### src/rtl/sysint_pkg.sv
// package: constants and carriers for the system integration unit block
package sysint_pkg;

  // register offsets (chosen; no documented map)
  localparam logic [3:0] OFF_BREAK_EXIT_STATUS  = 4'h0;
  localparam logic [3:0] OFF_RESET_CAUSE_STATUS = 4'h1;
  localparam logic [3:0] OFF_BREAK_FLAG_CONTROL = 4'h2;

  // field positions
  localparam int BIT_BREAK_EXIT   = 1;
  localparam int BIT_CLEAR_PERMIT = 0;
  localparam int RC_LOW_SUPPLY    = 1;
  localparam int RC_MONITOR       = 2;
  localparam int RC_BAD_FETCH     = 3;
  localparam int RC_BAD_OPCODE    = 4;
  localparam int RC_WATCHDOG      = 5;
  localparam int RC_PIN           = 6;
  localparam int RC_POWER_ON      = 7;

  // reset values
  localparam logic [7:0] RESET_CAUSE_POR = 8'h80;
  localparam logic [7:0] ZERO_BYTE       = 8'h00;

  // stop recovery in crystal clock cycles
  localparam logic [12:0] RECOVERY_LONG  = 13'h1000;
  localparam logic [12:0] RECOVERY_SHORT = 13'h0020;
  localparam logic [12:0] COUNT_ONE      = 13'h0001;

  // monitor entry vector address pair
  localparam logic [15:0] VECTOR_HI_ADDR = 16'hFFFE;
  localparam logic [15:0] VECTOR_LO_ADDR = 16'hFFFF;

  typedef enum logic [1:0] {RUN, WAIT_MODE, STOP_MODE, STOP_RECOVER} power_state_t;

  // reset sources, one pulse each
  typedef struct packed {
    logic pin;
    logic watchdog;
    logic bad_opcode;
    logic bad_fetch;
    logic monitor_entry;
    logic low_supply;
  } reset_events_t;

  // low-power and clock controls toward core and clock generator
  typedef struct packed {
    logic cpu_clock_on;
    logic periph_clock_on;
    logic clear_int_mask;
    logic stack_start;
    logic watchdog_run;
    logic fetch_swi;
  } power_ctrl_t;

endpackage : sysint_pkg

### src/rtl/system_integration_unit.sv
// module: break flag protection, low-power control and reset status
`timescale 1ns/1ps
`default_nettype none
// How it works
// - in break, peripheral flag clears blocked unless break_clear_permit set
// - clears done during permitted break are real clears, they persist
// - two-step clears: second step blocked in break, works after break
// - wait or stop instruction pulses clear of the core interrupt mask
// - wait mode stops core clock, peripheral clock keeps running
// - interrupt in wait starts stacking the next cycle
// - reset or break exits wait/stop; break exit sets break_exit_flag
// - watchdog_disable low keeps watchdog running in wait
// - stop mode turns off both clock outputs
// - interrupt exits stop; stacking begins after recovery delay
// - recovery 4096 cycles, or 32 with short_recovery_select set
// - system counter held reset through stop, counts during recovery
// - break_exit_flag cleared by writing 0 or by reset
// - reading reset_cause_status clears all its flags
// - power-on sets power-on flag, clears the rest
// - one sticky flag per reset source, cleared by power-on or read
// - flags accumulate unless cleared between resets
// - monitor flag on monitor entry when both vector bytes are zero and interrupt pin high
// - 13-bit system counter, advanced on crystal clock
// - break request forces software interrupt vector fetch
module system_integration_unit (
  // clock and reset
  input  wire logic                    clk,
  input  wire logic                    rst,
  input  wire logic                    power_on,
  // register port
  input  wire logic [3:0]              addr,
  input  wire logic [7:0]              wdata,
  input  wire logic                    wr,
  input  wire logic                    rd,
  output logic      [7:0]              rdata,
  // core side
  input  wire logic                    wait_exec,
  input  wire logic                    stop_exec,
  input  wire logic                    irq_request,
  input  wire logic                    break_request,
  input  wire logic                    break_active,
  // option register bits
  input  wire logic                    short_recovery_select,
  input  wire logic                    watchdog_disable,
  // reset sources and monitor entry
  input  wire sysint_pkg::reset_events_t reset_events,
  input  wire logic                    monitor_entry,
  input  wire logic [7:0]              vector_hi,
  input  wire logic [7:0]              vector_lo,
  input  wire logic                    irq_pin,
  // peripheral flag clear gating
  input  wire logic                    flag_clear_req,
  input  wire logic                    first_step_req,
  input  wire logic                    second_step_req,
  output logic                         flag_clear_ok,
  output logic                         second_step_ok,
  // power and clock controls
  output sysint_pkg::power_ctrl_t      power_ctrl,
  output logic [12:0]                  system_count
);

  typedef struct packed {
    sysint_pkg::power_state_t  pstate;
    logic [12:0]               count;
    logic [7:0]                cause;
    logic                      exit_flag;
    logic                      permit;
    logic                      step_armed;
    logic [7:0]                rdata;
    logic                      clear_ok;
    logic                      step_ok;
    sysint_pkg::power_ctrl_t   ctrl;
  } state_t;

  state_t state_reg;
  state_t state_next;

  // recovery length from option bit
  function automatic logic [12:0] recovery_len(input logic short_sel);
    recovery_len = short_sel ? sysint_pkg::RECOVERY_SHORT
                             : sysint_pkg::RECOVERY_LONG;
  endfunction

  logic blocked;
  logic monitor_blank;

  always_comb begin
    state_next = state_reg;
    blocked = break_active && !state_reg.permit;
    monitor_blank = (vector_hi == sysint_pkg::ZERO_BYTE) &&
                    (vector_lo == sysint_pkg::ZERO_BYTE) && irq_pin;
    state_next.rdata = sysint_pkg::ZERO_BYTE;
    state_next.ctrl.clear_int_mask = 1'b0;
    state_next.ctrl.stack_start = 1'b0;
    state_next.ctrl.fetch_swi = break_request;

    // ---------------------------------------------------------------
    // flag protection
    // ---------------------------------------------------------------
    state_next.clear_ok = flag_clear_req && !blocked;
    if (first_step_req) begin
      state_next.step_armed = 1'b1;
    end
    state_next.step_ok = 1'b0;
    if (second_step_req && state_reg.step_armed && !blocked) begin
      state_next.step_ok = 1'b1;
      state_next.step_armed = 1'b0;
    end

    // ---------------------------------------------------------------
    // power state machine
    // ---------------------------------------------------------------
    case (state_reg.pstate)
      sysint_pkg::RUN: begin
        state_next.count = state_reg.count + sysint_pkg::COUNT_ONE;
        if (stop_exec) begin
          state_next.pstate = sysint_pkg::STOP_MODE;
          state_next.ctrl.clear_int_mask = 1'b1;
          state_next.count = '0;
        end else if (wait_exec) begin
          state_next.pstate = sysint_pkg::WAIT_MODE;
          state_next.ctrl.clear_int_mask = 1'b1;
        end
      end
      sysint_pkg::WAIT_MODE: begin
        state_next.count = state_reg.count + sysint_pkg::COUNT_ONE;
        if (break_request) begin
          state_next.pstate = sysint_pkg::RUN;
          state_next.exit_flag = 1'b1;
        end else if (irq_request) begin
          state_next.pstate = sysint_pkg::RUN;
          state_next.ctrl.stack_start = 1'b1;
        end
      end
      sysint_pkg::STOP_MODE: begin
        state_next.count = '0;
        if (break_request) begin
          state_next.exit_flag = 1'b1;
          state_next.pstate = sysint_pkg::STOP_RECOVER;
        end else if (irq_request) begin
          state_next.pstate = sysint_pkg::STOP_RECOVER;
        end
      end
      sysint_pkg::STOP_RECOVER: begin
        state_next.count = state_reg.count + sysint_pkg::COUNT_ONE;
        if (state_reg.count + sysint_pkg::COUNT_ONE >=
            recovery_len(short_recovery_select)) begin
          state_next.pstate = sysint_pkg::RUN;
          state_next.ctrl.stack_start = 1'b1;
        end
      end
      default: state_next.pstate = sysint_pkg::RUN;
    endcase

    // clock outputs follow the next state
    state_next.ctrl.cpu_clock_on = (state_next.pstate == sysint_pkg::RUN);
    state_next.ctrl.periph_clock_on =
      (state_next.pstate == sysint_pkg::RUN) ||
      (state_next.pstate == sysint_pkg::WAIT_MODE);
    state_next.ctrl.watchdog_run = !watchdog_disable &&
      (state_next.pstate != sysint_pkg::STOP_MODE);

    // ---------------------------------------------------------------
    // register port
    // ---------------------------------------------------------------
    if (wr) begin
      if (addr == sysint_pkg::OFF_BREAK_EXIT_STATUS) begin
        if (!wdata[sysint_pkg::BIT_BREAK_EXIT] && !state_next.exit_flag) begin
          state_next.exit_flag = 1'b0;
        end
        if (!wdata[sysint_pkg::BIT_BREAK_EXIT] &&
            state_reg.pstate == state_next.pstate) begin
          state_next.exit_flag = 1'b0;
        end
      end else if (addr == sysint_pkg::OFF_BREAK_FLAG_CONTROL) begin
        state_next.permit = wdata[sysint_pkg::BIT_CLEAR_PERMIT];
      end
    end
    if (rd) begin
      if (addr == sysint_pkg::OFF_BREAK_EXIT_STATUS) begin
        state_next.rdata[sysint_pkg::BIT_BREAK_EXIT] = state_reg.exit_flag;
      end else if (addr == sysint_pkg::OFF_RESET_CAUSE_STATUS) begin
        state_next.rdata = state_reg.cause;
        state_next.cause = sysint_pkg::ZERO_BYTE;
      end else if (addr == sysint_pkg::OFF_BREAK_FLAG_CONTROL) begin
        state_next.rdata[sysint_pkg::BIT_CLEAR_PERMIT] = state_reg.permit;
      end
    end

    // ---------------------------------------------------------------
    // reset cause capture, set wins over read clear
    // ---------------------------------------------------------------
    if (reset_events.pin)        state_next.cause[sysint_pkg::RC_PIN] = 1'b1;
    if (reset_events.watchdog)   state_next.cause[sysint_pkg::RC_WATCHDOG] = 1'b1;
    if (reset_events.bad_opcode) state_next.cause[sysint_pkg::RC_BAD_OPCODE] = 1'b1;
    if (reset_events.bad_fetch)  state_next.cause[sysint_pkg::RC_BAD_FETCH] = 1'b1;
    if (reset_events.low_supply) state_next.cause[sysint_pkg::RC_LOW_SUPPLY] = 1'b1;
    if (reset_events.monitor_entry || (monitor_entry && monitor_blank)) begin
      state_next.cause[sysint_pkg::RC_MONITOR] = 1'b1;
    end

    // any reset source ends low-power modes and clears the exit flag
    if (|reset_events) begin
      state_next.pstate = sysint_pkg::RUN;
      state_next.exit_flag = 1'b0;
      state_next.ctrl.cpu_clock_on = 1'b1;
      state_next.ctrl.periph_clock_on = 1'b1;
      state_next.ctrl.watchdog_run = !watchdog_disable;
    end
  end

  always_ff @(posedge clk) begin
    if (rst || power_on) begin
      state_reg <= '0;
      state_reg.cause <= power_on ? sysint_pkg::RESET_CAUSE_POR
                                  : state_next.cause;
      state_reg.ctrl.cpu_clock_on <= 1'b1;
      state_reg.ctrl.periph_clock_on <= 1'b1;
      state_reg.ctrl.watchdog_run <= !watchdog_disable;
    end else begin
      state_reg <= state_next;
    end
  end

  assign rdata          = state_reg.rdata;
  assign flag_clear_ok  = state_reg.clear_ok;
  assign second_step_ok = state_reg.step_ok;
  assign power_ctrl     = state_reg.ctrl;
  assign system_count   = state_reg.count;

endmodule // system_integration_unit
`default_nettype wire

### config.mk
export PLATFORM = sky130hd
export DESIGN_NAME = system_integration_unit
export DESIGN_NICKNAME = d
export VERILOG_FILES = /design/src/rtl/sysint_pkg.sv /design/src/rtl/system_integration_unit.sv
export SDC_FILE = /design/constraint.sdc
export NUM_CORES = 1
export LEC_CHECK = 0
export BUFFER_PORTS_ARGS = -buffer_cell sky130_fd_sc_hd__clkbuf_2
export CAP_MARGIN = 0
export CORE_ASPECT_RATIO = 0.75
export CORE_UTILIZATION = 35
export DETAILED_ROUTE_END_ITERATION = 16
export GPL_TIMING_DRIVEN = 0
export SKIP_LAST_GASP = 1
export SYNTH_ARGS = -nofsm -noshare
export SYNTH_HDL_FRONTEND = slang
export SYNTH_SLANG_ARGS = --single-unit
export TNS_END_PERCENT = 50
### constraint.sdc
create_clock -name clk -period 6.1 [get_ports clk]
set_input_delay 0.305 -clock clk [delete_from_list [all_inputs] [get_ports clk]]
set_output_delay 0.305 -clock clk [all_outputs]
set_load 0.02 [all_outputs]
==> run_results.csv, run 1 <==
group,metric,value,unit
clocking,clock_latency,0.30,ns
placed_design,io_buffers,73,
setup_path,path_buf_inv,0,
cells_and_area,nets,370,
floorplan,ios,80,
timing,fin_crit,2.962,ns
cells_and_area,fin_util,0.4751,
floorplan,die_x,90.60,um
timing,timing.hold.ws,0.1543,ns
power,power_frac_comb,0.083,
yosys,synthTopCellsByCount,"42 x dfxtp_1, 27 x buf_4, 25 x nor2_1",
worst_hold_path,hp-class,"input pin to flop",
setup_path,crit_arrival,3.14,ns
power,pwr-share-clk,0.366,
timing,clock_skew,0.009853,ns
yosys,synth-edff-count,0,
drt,drt_iter0_markers,112,
yosys,yosysTopAreaCell,"dfxtp_1",
timing,drv_slew,0,
placed_design,post-place-ws,3.150,ns
yosys,postSynthAreaPerCell,8.882,um^2
yosys,synth-seq-cells,42,
setup_path,worstSetupEndpoint,"power_ctrl[1]",
power,p_per_area,195.9,mW/mm^2
global_route,grt.overflow.total,0,
setup_path,path_cells,"ha_1 > nand2_1 > or2_1 > nor3_2 > nand3_1 > xnor2_1 > ha_1 > nor4b_2 > a41oi_4 > a211oi_2 > a21oi_1",
timing,setup_tns,0,ns
drt,wl,4.591,mm
clocking,hold_buffers,0,
drt,viasPerCell,4.683,
drt,routedWlPerCell,11.83,um
timing,setup_violations,0,
clocking,numCtsBuffers,5,
floorplan,core,0.005497,mm^2
power,internal_power,0.0003907,W
setup_path,startpoint,"system_count[0]",
setup_path,r2r-start,"system_count[0]",
yosys,yosysTopAreaCellShare,0.4080,
drt,route.met3.wl,322,um
setup_path,r2r-end,"power_ctrl[1]",
setup_path,worstSetupPathDepth,11,
floorplan,die_h,68.45,um
yosys,ys_top_cells_by_area,"dfxtp_1 41%, buf_4 9.8%, nor2_1 4.6%",
cells_and_area,num-fill-cells,562,
placed_design,dpl-instance-area,0.002520,mm^2
power,ir_worst_vdd,0.00009818,V
clocking,cts_tree,"done",
power,p_seq_frac,0.550,
timing,max-slew-margin-rel,0.6057,
timing,fin_crit_sh,0.4856,
global_route,grt_first_pass_wirelength,7.645,mm
drt,drtPass1Iterations,4,
global_route,grt_pass1_vias,1664,
power,power_leakage,1.176,nW
cells_and_area,area_growth,26.72,%
timing,worstMarginPinSlew,0.5841,ns
yosys,synthesis.area,0.002061,mm^2
job,cap_violations,0,
global_route,grt_max_degree,13,
setup_path,endpoint_kind,"flop",
setup_path,crit_type,"flop to flop",
cells_and_area,fin_area,0.002611,mm^2
yosys,async_flop_share,0,
floorplan,start_util,0.3749,
setup_path,start_kind,"flop",
drt,drc,0,
setup_path,cpMostUsedCell,"ha_1",
setup_path,crit_family,"simple AND/OR/NAND/NOR gates",
timing,hold_viol_final,0,
clocking,post_cts_resized,0,
drt,met1_length,2.221,mm
status,status,"finished, final reports clean",
clocking,post_cts_buffers,0,
timing,fmax,0.3376,GHz
yosys,synth_most_common_cell,"dfxtp_1",
drt,wl_met2,1.980,mm
timing,rsz0062_at_grt,"no",
yosys,yosysSeqAreaShare,0.4080,
global_route,antenna_found_initial,0,
yosys,synth_cells,232,
power,switching_power,0.0001208,W
yosys,synth_cell_types,44,
cells_and_area,diodes,0,
yosys,yosysWarningCount,0,
clocking,clock_sinks,42,
setup_path,critPathMaxFanout,5,
clocking,clkTransAtPathRegs,0.09,ns
cells_and_area,drive_gt1_frac,0.3674,
setup_path,slowest_delay,0.41,ns
placed_design,gp_congestion,0.7763,
clocking,clk_path_buf_depth,2,
floorplan,dieArea,0.006202,mm^2
drt,dr.max_layer_used,"met4",
setup_path,reg2reg_depth,11,
power,p_sw_frac,0.2361,
drt,vias,1817,
clocking,htreeDepth,2,
timing,layout_setup_ws,3.138,ns
clocking,root_buffer,"clkbuf_8",
setup_path,slowest_stage,"dfxtp_1",
yosys,synth_nets,290,
placed_design,place_hpwl,3.611,mm
global_route,grt_usage,0.1613,
setup_path,cp.required,6.28,ns
floorplan,row_count,23,
yosys,ys.flop_type,"dfxtp_1",
drt,drtAntennaViolNets,0,
setup_path,r2r_slack,3.14,ns
## power groups by stage
stage / Combinational [W] / Sequential [W] / Clock [W]
after floorplan: 0.0000196 / 0.000287 / 0
after global placement: 0.0000423 / 0.000288 / 0
after detailed placement: 0.0000430 / 0.000288 / 0
after CTS: 0.0000432 / 0.000281 / 0.000193
after global routing: 0.0000475 / 0.000282 / 0.000207
final: 0.0000427 / 0.000281 / 0.000187
## logic make-up (layout without fill, tap and decap cells)
family	count (synthesis)	in the layout	share of synthesized area
AO/OA/AOI/OAI	36	36	0.1178
XOR/XNOR	11	11	0.04675
adder cells (fa/ha/maj)	7	7	0.04250
buffers and inverters	38	119	0.1184
flip-flops	42	42	0.4080
multiplexers	5	5	0.02732
AND/OR/NAND/NOR	93	93	0.2392
## cells in the final DEF, fill, tap and decap left out, types with 2 or more instances in the layout
cell type | synthesis | layout
or4_1 | 3 | 3
clkbuf_1 | 3 | 4
nand2_1 | 14 | 14
nor4b_1 | 2 | 2
nor3_2 | 2 | 2
and3_1 | 3 | 3
inv_1 | 8 | 8
clkbuf_8 | 0 | 6
nand3_1 | 11 | 11
nor2b_1 | 3 | 3
xor2_1 | 4 | 4
xnor2_1 | 7 | 7
ha_1 | 7 | 7
clkbuf_2 | 0 | 73
o21ai_0 | 6 | 6
nor4_1 | 4 | 4
a21o_1 | 2 | 2
dfxtp_1 | 42 | 42
buf_4 | 27 | 27
nor2_1 | 25 | 25
nor3_1 | 10 | 10
and2_1 | 7 | 7
mux2i_1 | 3 | 3
a21oi_1 | 17 | 17
## how the worst min path moves through the flow
stage / start / to / slack (ns) / cells after the start
after global placement: state_reg[26] / state_reg[26] / 0.43 / 1
after CTS: watchdog_disable / power_ctrl[1] / 0.15 / 2
after global routing: watchdog_disable / power_ctrl[1] / 0.15 / 2
final: watchdog_disable / power_ctrl[1] / 0.15 / 2
after detailed placement: state_reg[26] / state_reg[26] / 0.43 / 1
after floorplan: watchdog_disable / power_ctrl[1] / 0.37 / 1
## layout make-up
class,instances,area [um^2],area share
multi-input combinational,152,975.9,0.3737
buffer,30,214.0,0.08194
clock inverter,1,5.005,0.001917
clock buffer,7,86.33,0.03306
inverter,8,30.03,0.01150
timing repair buffer,73,365.4,0.1399
sequential,42,840.8,0.3220
tap,75,93.84,0.03594
## routing by layer
layer	up-vias	track usage
met3	8	0.05000
met2	59	0.2566
met4	0	0.06653
met5	-	0
li1	944	-
met1	806	0.2053
## through the flow
stage / power (W) / std cells
5_1_grt: 0.0005368 / 388
6_report: 0.0005115 / 388
3_3_place_gp: 0.0003300 / 380
3_5_place_dp: 0.0003308 / 380
4_1_cts: 0.0005176 / 388
2_1_floorplan: 0.0003070 / 232
Note: power is estimated with default switching activity, not from simulation.
==> inputs of run 2 (changes only) <==
clock period = 2.7 ns   (was 6.1 ns; I/O delays follow)
==> run 2 against run 1 <==
Net effect: first-iteration DRC count is 9.8% higher; final area is 4.8% higher; critical path depth increased by 2; highest routed layer unchanged; clock skew grew 0.0032 ns; largest power group unchanged.
==> run_results.csv, run 2 (synthesis gave the netlist of run 1 again) <==
group,metric,value,unit
status,status,"finished, final reports clean",
cells_and_area,regArea,855.8,um^2
setup_path,r2r_slack,0.11,ns
cells_and_area,num-fill-cells,549,
placed_design,place_hpwl,3.611,mm
timing,fin_crit,2.591,ns
cells_and_area,final_common_cell,"clkbuf_2",
power,p_seq_frac,0.545,
drt,drtAntennaViolNets,0,
worst_hold_path,holdPathEnd,"rdata[0]",
floorplan,row_count,23,
power,power_leakage,1.254,nW
global_route,gr-usage-met2,0.2642,
drt,viasPerCell,4.756,
timing,setup_violations,0,
floorplan,die_h,68.45,um
setup_path,endpoint_kind,"flop",
global_route,grt.overflow.total,0,
clocking,cts_tree,"done",
power,p_sw_frac,0.2397,
power,internal_power,0.0008834,W
setup_path,crit_type,"flop to flop",
clocking,htreeDepth,2,
setup_path,path_cells,"ha_4 > nand2_4 > or2_4 > nor3_4 > nand3_2 > xnor2_2 > ha_2 > buf_4 > nor2_2 > a21oi_1 > nor3_1 > a21oi_1 > a311oi_1",
power,power_frac_comb,0.087,
cells_and_area,layoutNonFillerInstCount,394,
timing,fmax,0.3859,GHz
placed_design,io_buffers,73,
global_route,grt_max_degree,13,
setup_path,start_kind,"flop",
power,ir_worst_vdd,0.0002229,V
global_route,grt_usage,0.1631,
clocking,numCtsBuffers,5,
timing,drv_slew,0,
setup_path,cpMostUsedCell,"a21oi_1",
global_route,met1_usage,0.2047,
power,p_per_area,424.6,mW/mm^2
timing,hold_viol_final,0,
global_route,antenna_found_initial,0,
drt,vias,1874,
floorplan,start_util,0.3749,
global_route,top_usage_layer,"met2",
setup_path,slowest_stage,"dfxtp_4",
floorplan,core,0.005497,mm^2
setup_path,r2r-end,"state_reg[18]",
timing,rsz0062_at_grt,"yes",
cells_and_area,diodes,0,
clocking,clkTransAtPathRegs,0.09,ns
power,pwr-share-clk,0.368,
power,switching_power,0.0002785,W
global_route,grt_pass1_vias,1695,
setup_path,critPathMaxFanout,4,
cells_and_area,drive_gt1_frac,0.4169,
setup_path,reg2reg_depth,13,
timing,max-slew-margin-rel,0.5915,
drt,drtPass1Iterations,4,
setup_path,r2r-start,"system_count[1]",
timing,clock_skew,0.01301,ns
timing,worstMarginPinSlew,0.6051,ns
worst_hold_path,hold-path-cell-count,2,
cells_and_area,nets,376,
setup_path,cp.required,2.90,ns
drt,routedWlPerCell,12.08,um
clocking,clock_latency,0.30,ns
floorplan,dieArea,0.006202,mm^2
placed_design,dpl.cell_count,380,
cells_and_area,area_growth,32.79,%
timing,fin_crit_sh,0.9596,
drt,wl,4.758,mm
floorplan,die_x,90.60,um
global_route,grt_first_pass_wirelength,7.721,mm
clocking,root_buffer,"clkbuf_8",
job,cap_violations,0,
global_route,use_met3,0.05000,
clocking,clk_path_buf_depth,2,
cells_and_area,final_cell_mix,"73 x clkbuf_2, 36 x dfxtp_1, 32 x buf_4, 24 x nor2_1, 17 x a21oi_1",
clocking,clock_sinks,42,
worst_hold_path,min-delay-start,"addr[2]",
drt,drt_iter0_markers,123,
cells_and_area,multiInputGateArea,0.001039,mm^2
worst_hold_path,hp-class,"input pin to flop",
floorplan,ios,80,
drt,drc,0,
setup_path,crit_arrival,2.79,ns
placed_design,gp_congestion,0.7763,
setup_path,slowest_delay,0.38,ns
timing,setup_tns,0,ns
-- run 2: worst max-delay path by stage --
stage / to / startpoint / cells after the start / slack, ns
after global routing: power_ctrl[1] / system_count[1] / 11 / -0.03
after detailed placement: power_ctrl[1] / system_count[0] / 11 / -0.25
after floorplan: power_ctrl[5] / system_count[0] / 11 / 0.03
after global placement: power_ctrl[1] / system_count[0] / 11 / -0.27
after CTS: power_ctrl[1] / system_count[0] / 11 / 0.02
final: state_reg[18] / system_count[1] / 13 / 0.11
-- run 2: final cells by class --
cell class,instances,share of cell area
flip-flops and latches,42,0.3128
inverters,8,0.01097
multi-input cells,152,0.3795
repair buffers,79,0.1509
clock buffers,7,0.03155
plain buffers,30,0.07819
clock inverters,1,0.001829
well taps,75,0.03429
-- run 2: power groups by stage --
stage | sequential [W] | combinational, W | clock (W)
after CTS | 0.000635 | 0.0000999 | 0.000436
after global placement | 0.000650 | 0.0000955 | 0
after detailed placement | 0.000650 | 0.0000972 | 0
after global routing | 0.000634 | 0.000113 | 0.000468
after floorplan | 0.000649 | 0.0000442 | 0
final | 0.000633 | 0.000101 | 0.000427
-- run 2: critical path: cells and delay by family (launching register included) --
kind	cells	cell delay, ns
AOI/OAI and AO/OA	3	0.42
xor gates and xnor gates	1	0.16
adders and majority gates	2	0.36
DFF	1	0.38
and+or+nand+nor	6	1.04
buffers and inverters	1	0.13
-- run 2: routing by layer --
layer,up-vias,share of wire
li1,957,-
met1,841,0.46
met2,68,0.45
met3,8,0.075
met4,0,0.014
met5,-,0
-- run 2: metrics by stage --
step	util	hold slack, ns	total power (W)	setup slack [ns]	instance area, um^2
2_1_floorplan	-	0.2041	0.0006936	0.03116	2061
3_3_place_gp	0.4585	0.2944	0.0007456	-0.2734	2520
3_5_place_dp	0.4585	0.2980	0.0007474	-0.2502	2520
4_1_cts	0.4837	0.02795	0.001171	0.01727	2659
5_1_grt	0.4978	0.02758	0.001216	-0.03158	2736
6_report	0.4978	0.03478	0.001162	0.1090	2736
-- run 2: what timing repair did --
item | CTS | global route
setup buffers | 0 | 5
endpoints found under the setup margin | 7 | 7
hold buffers | 1 | 0
endpoints found under the hold margin | 1 | 0
pin swaps | 3 | 11
gates resized for setup | 10 | 11
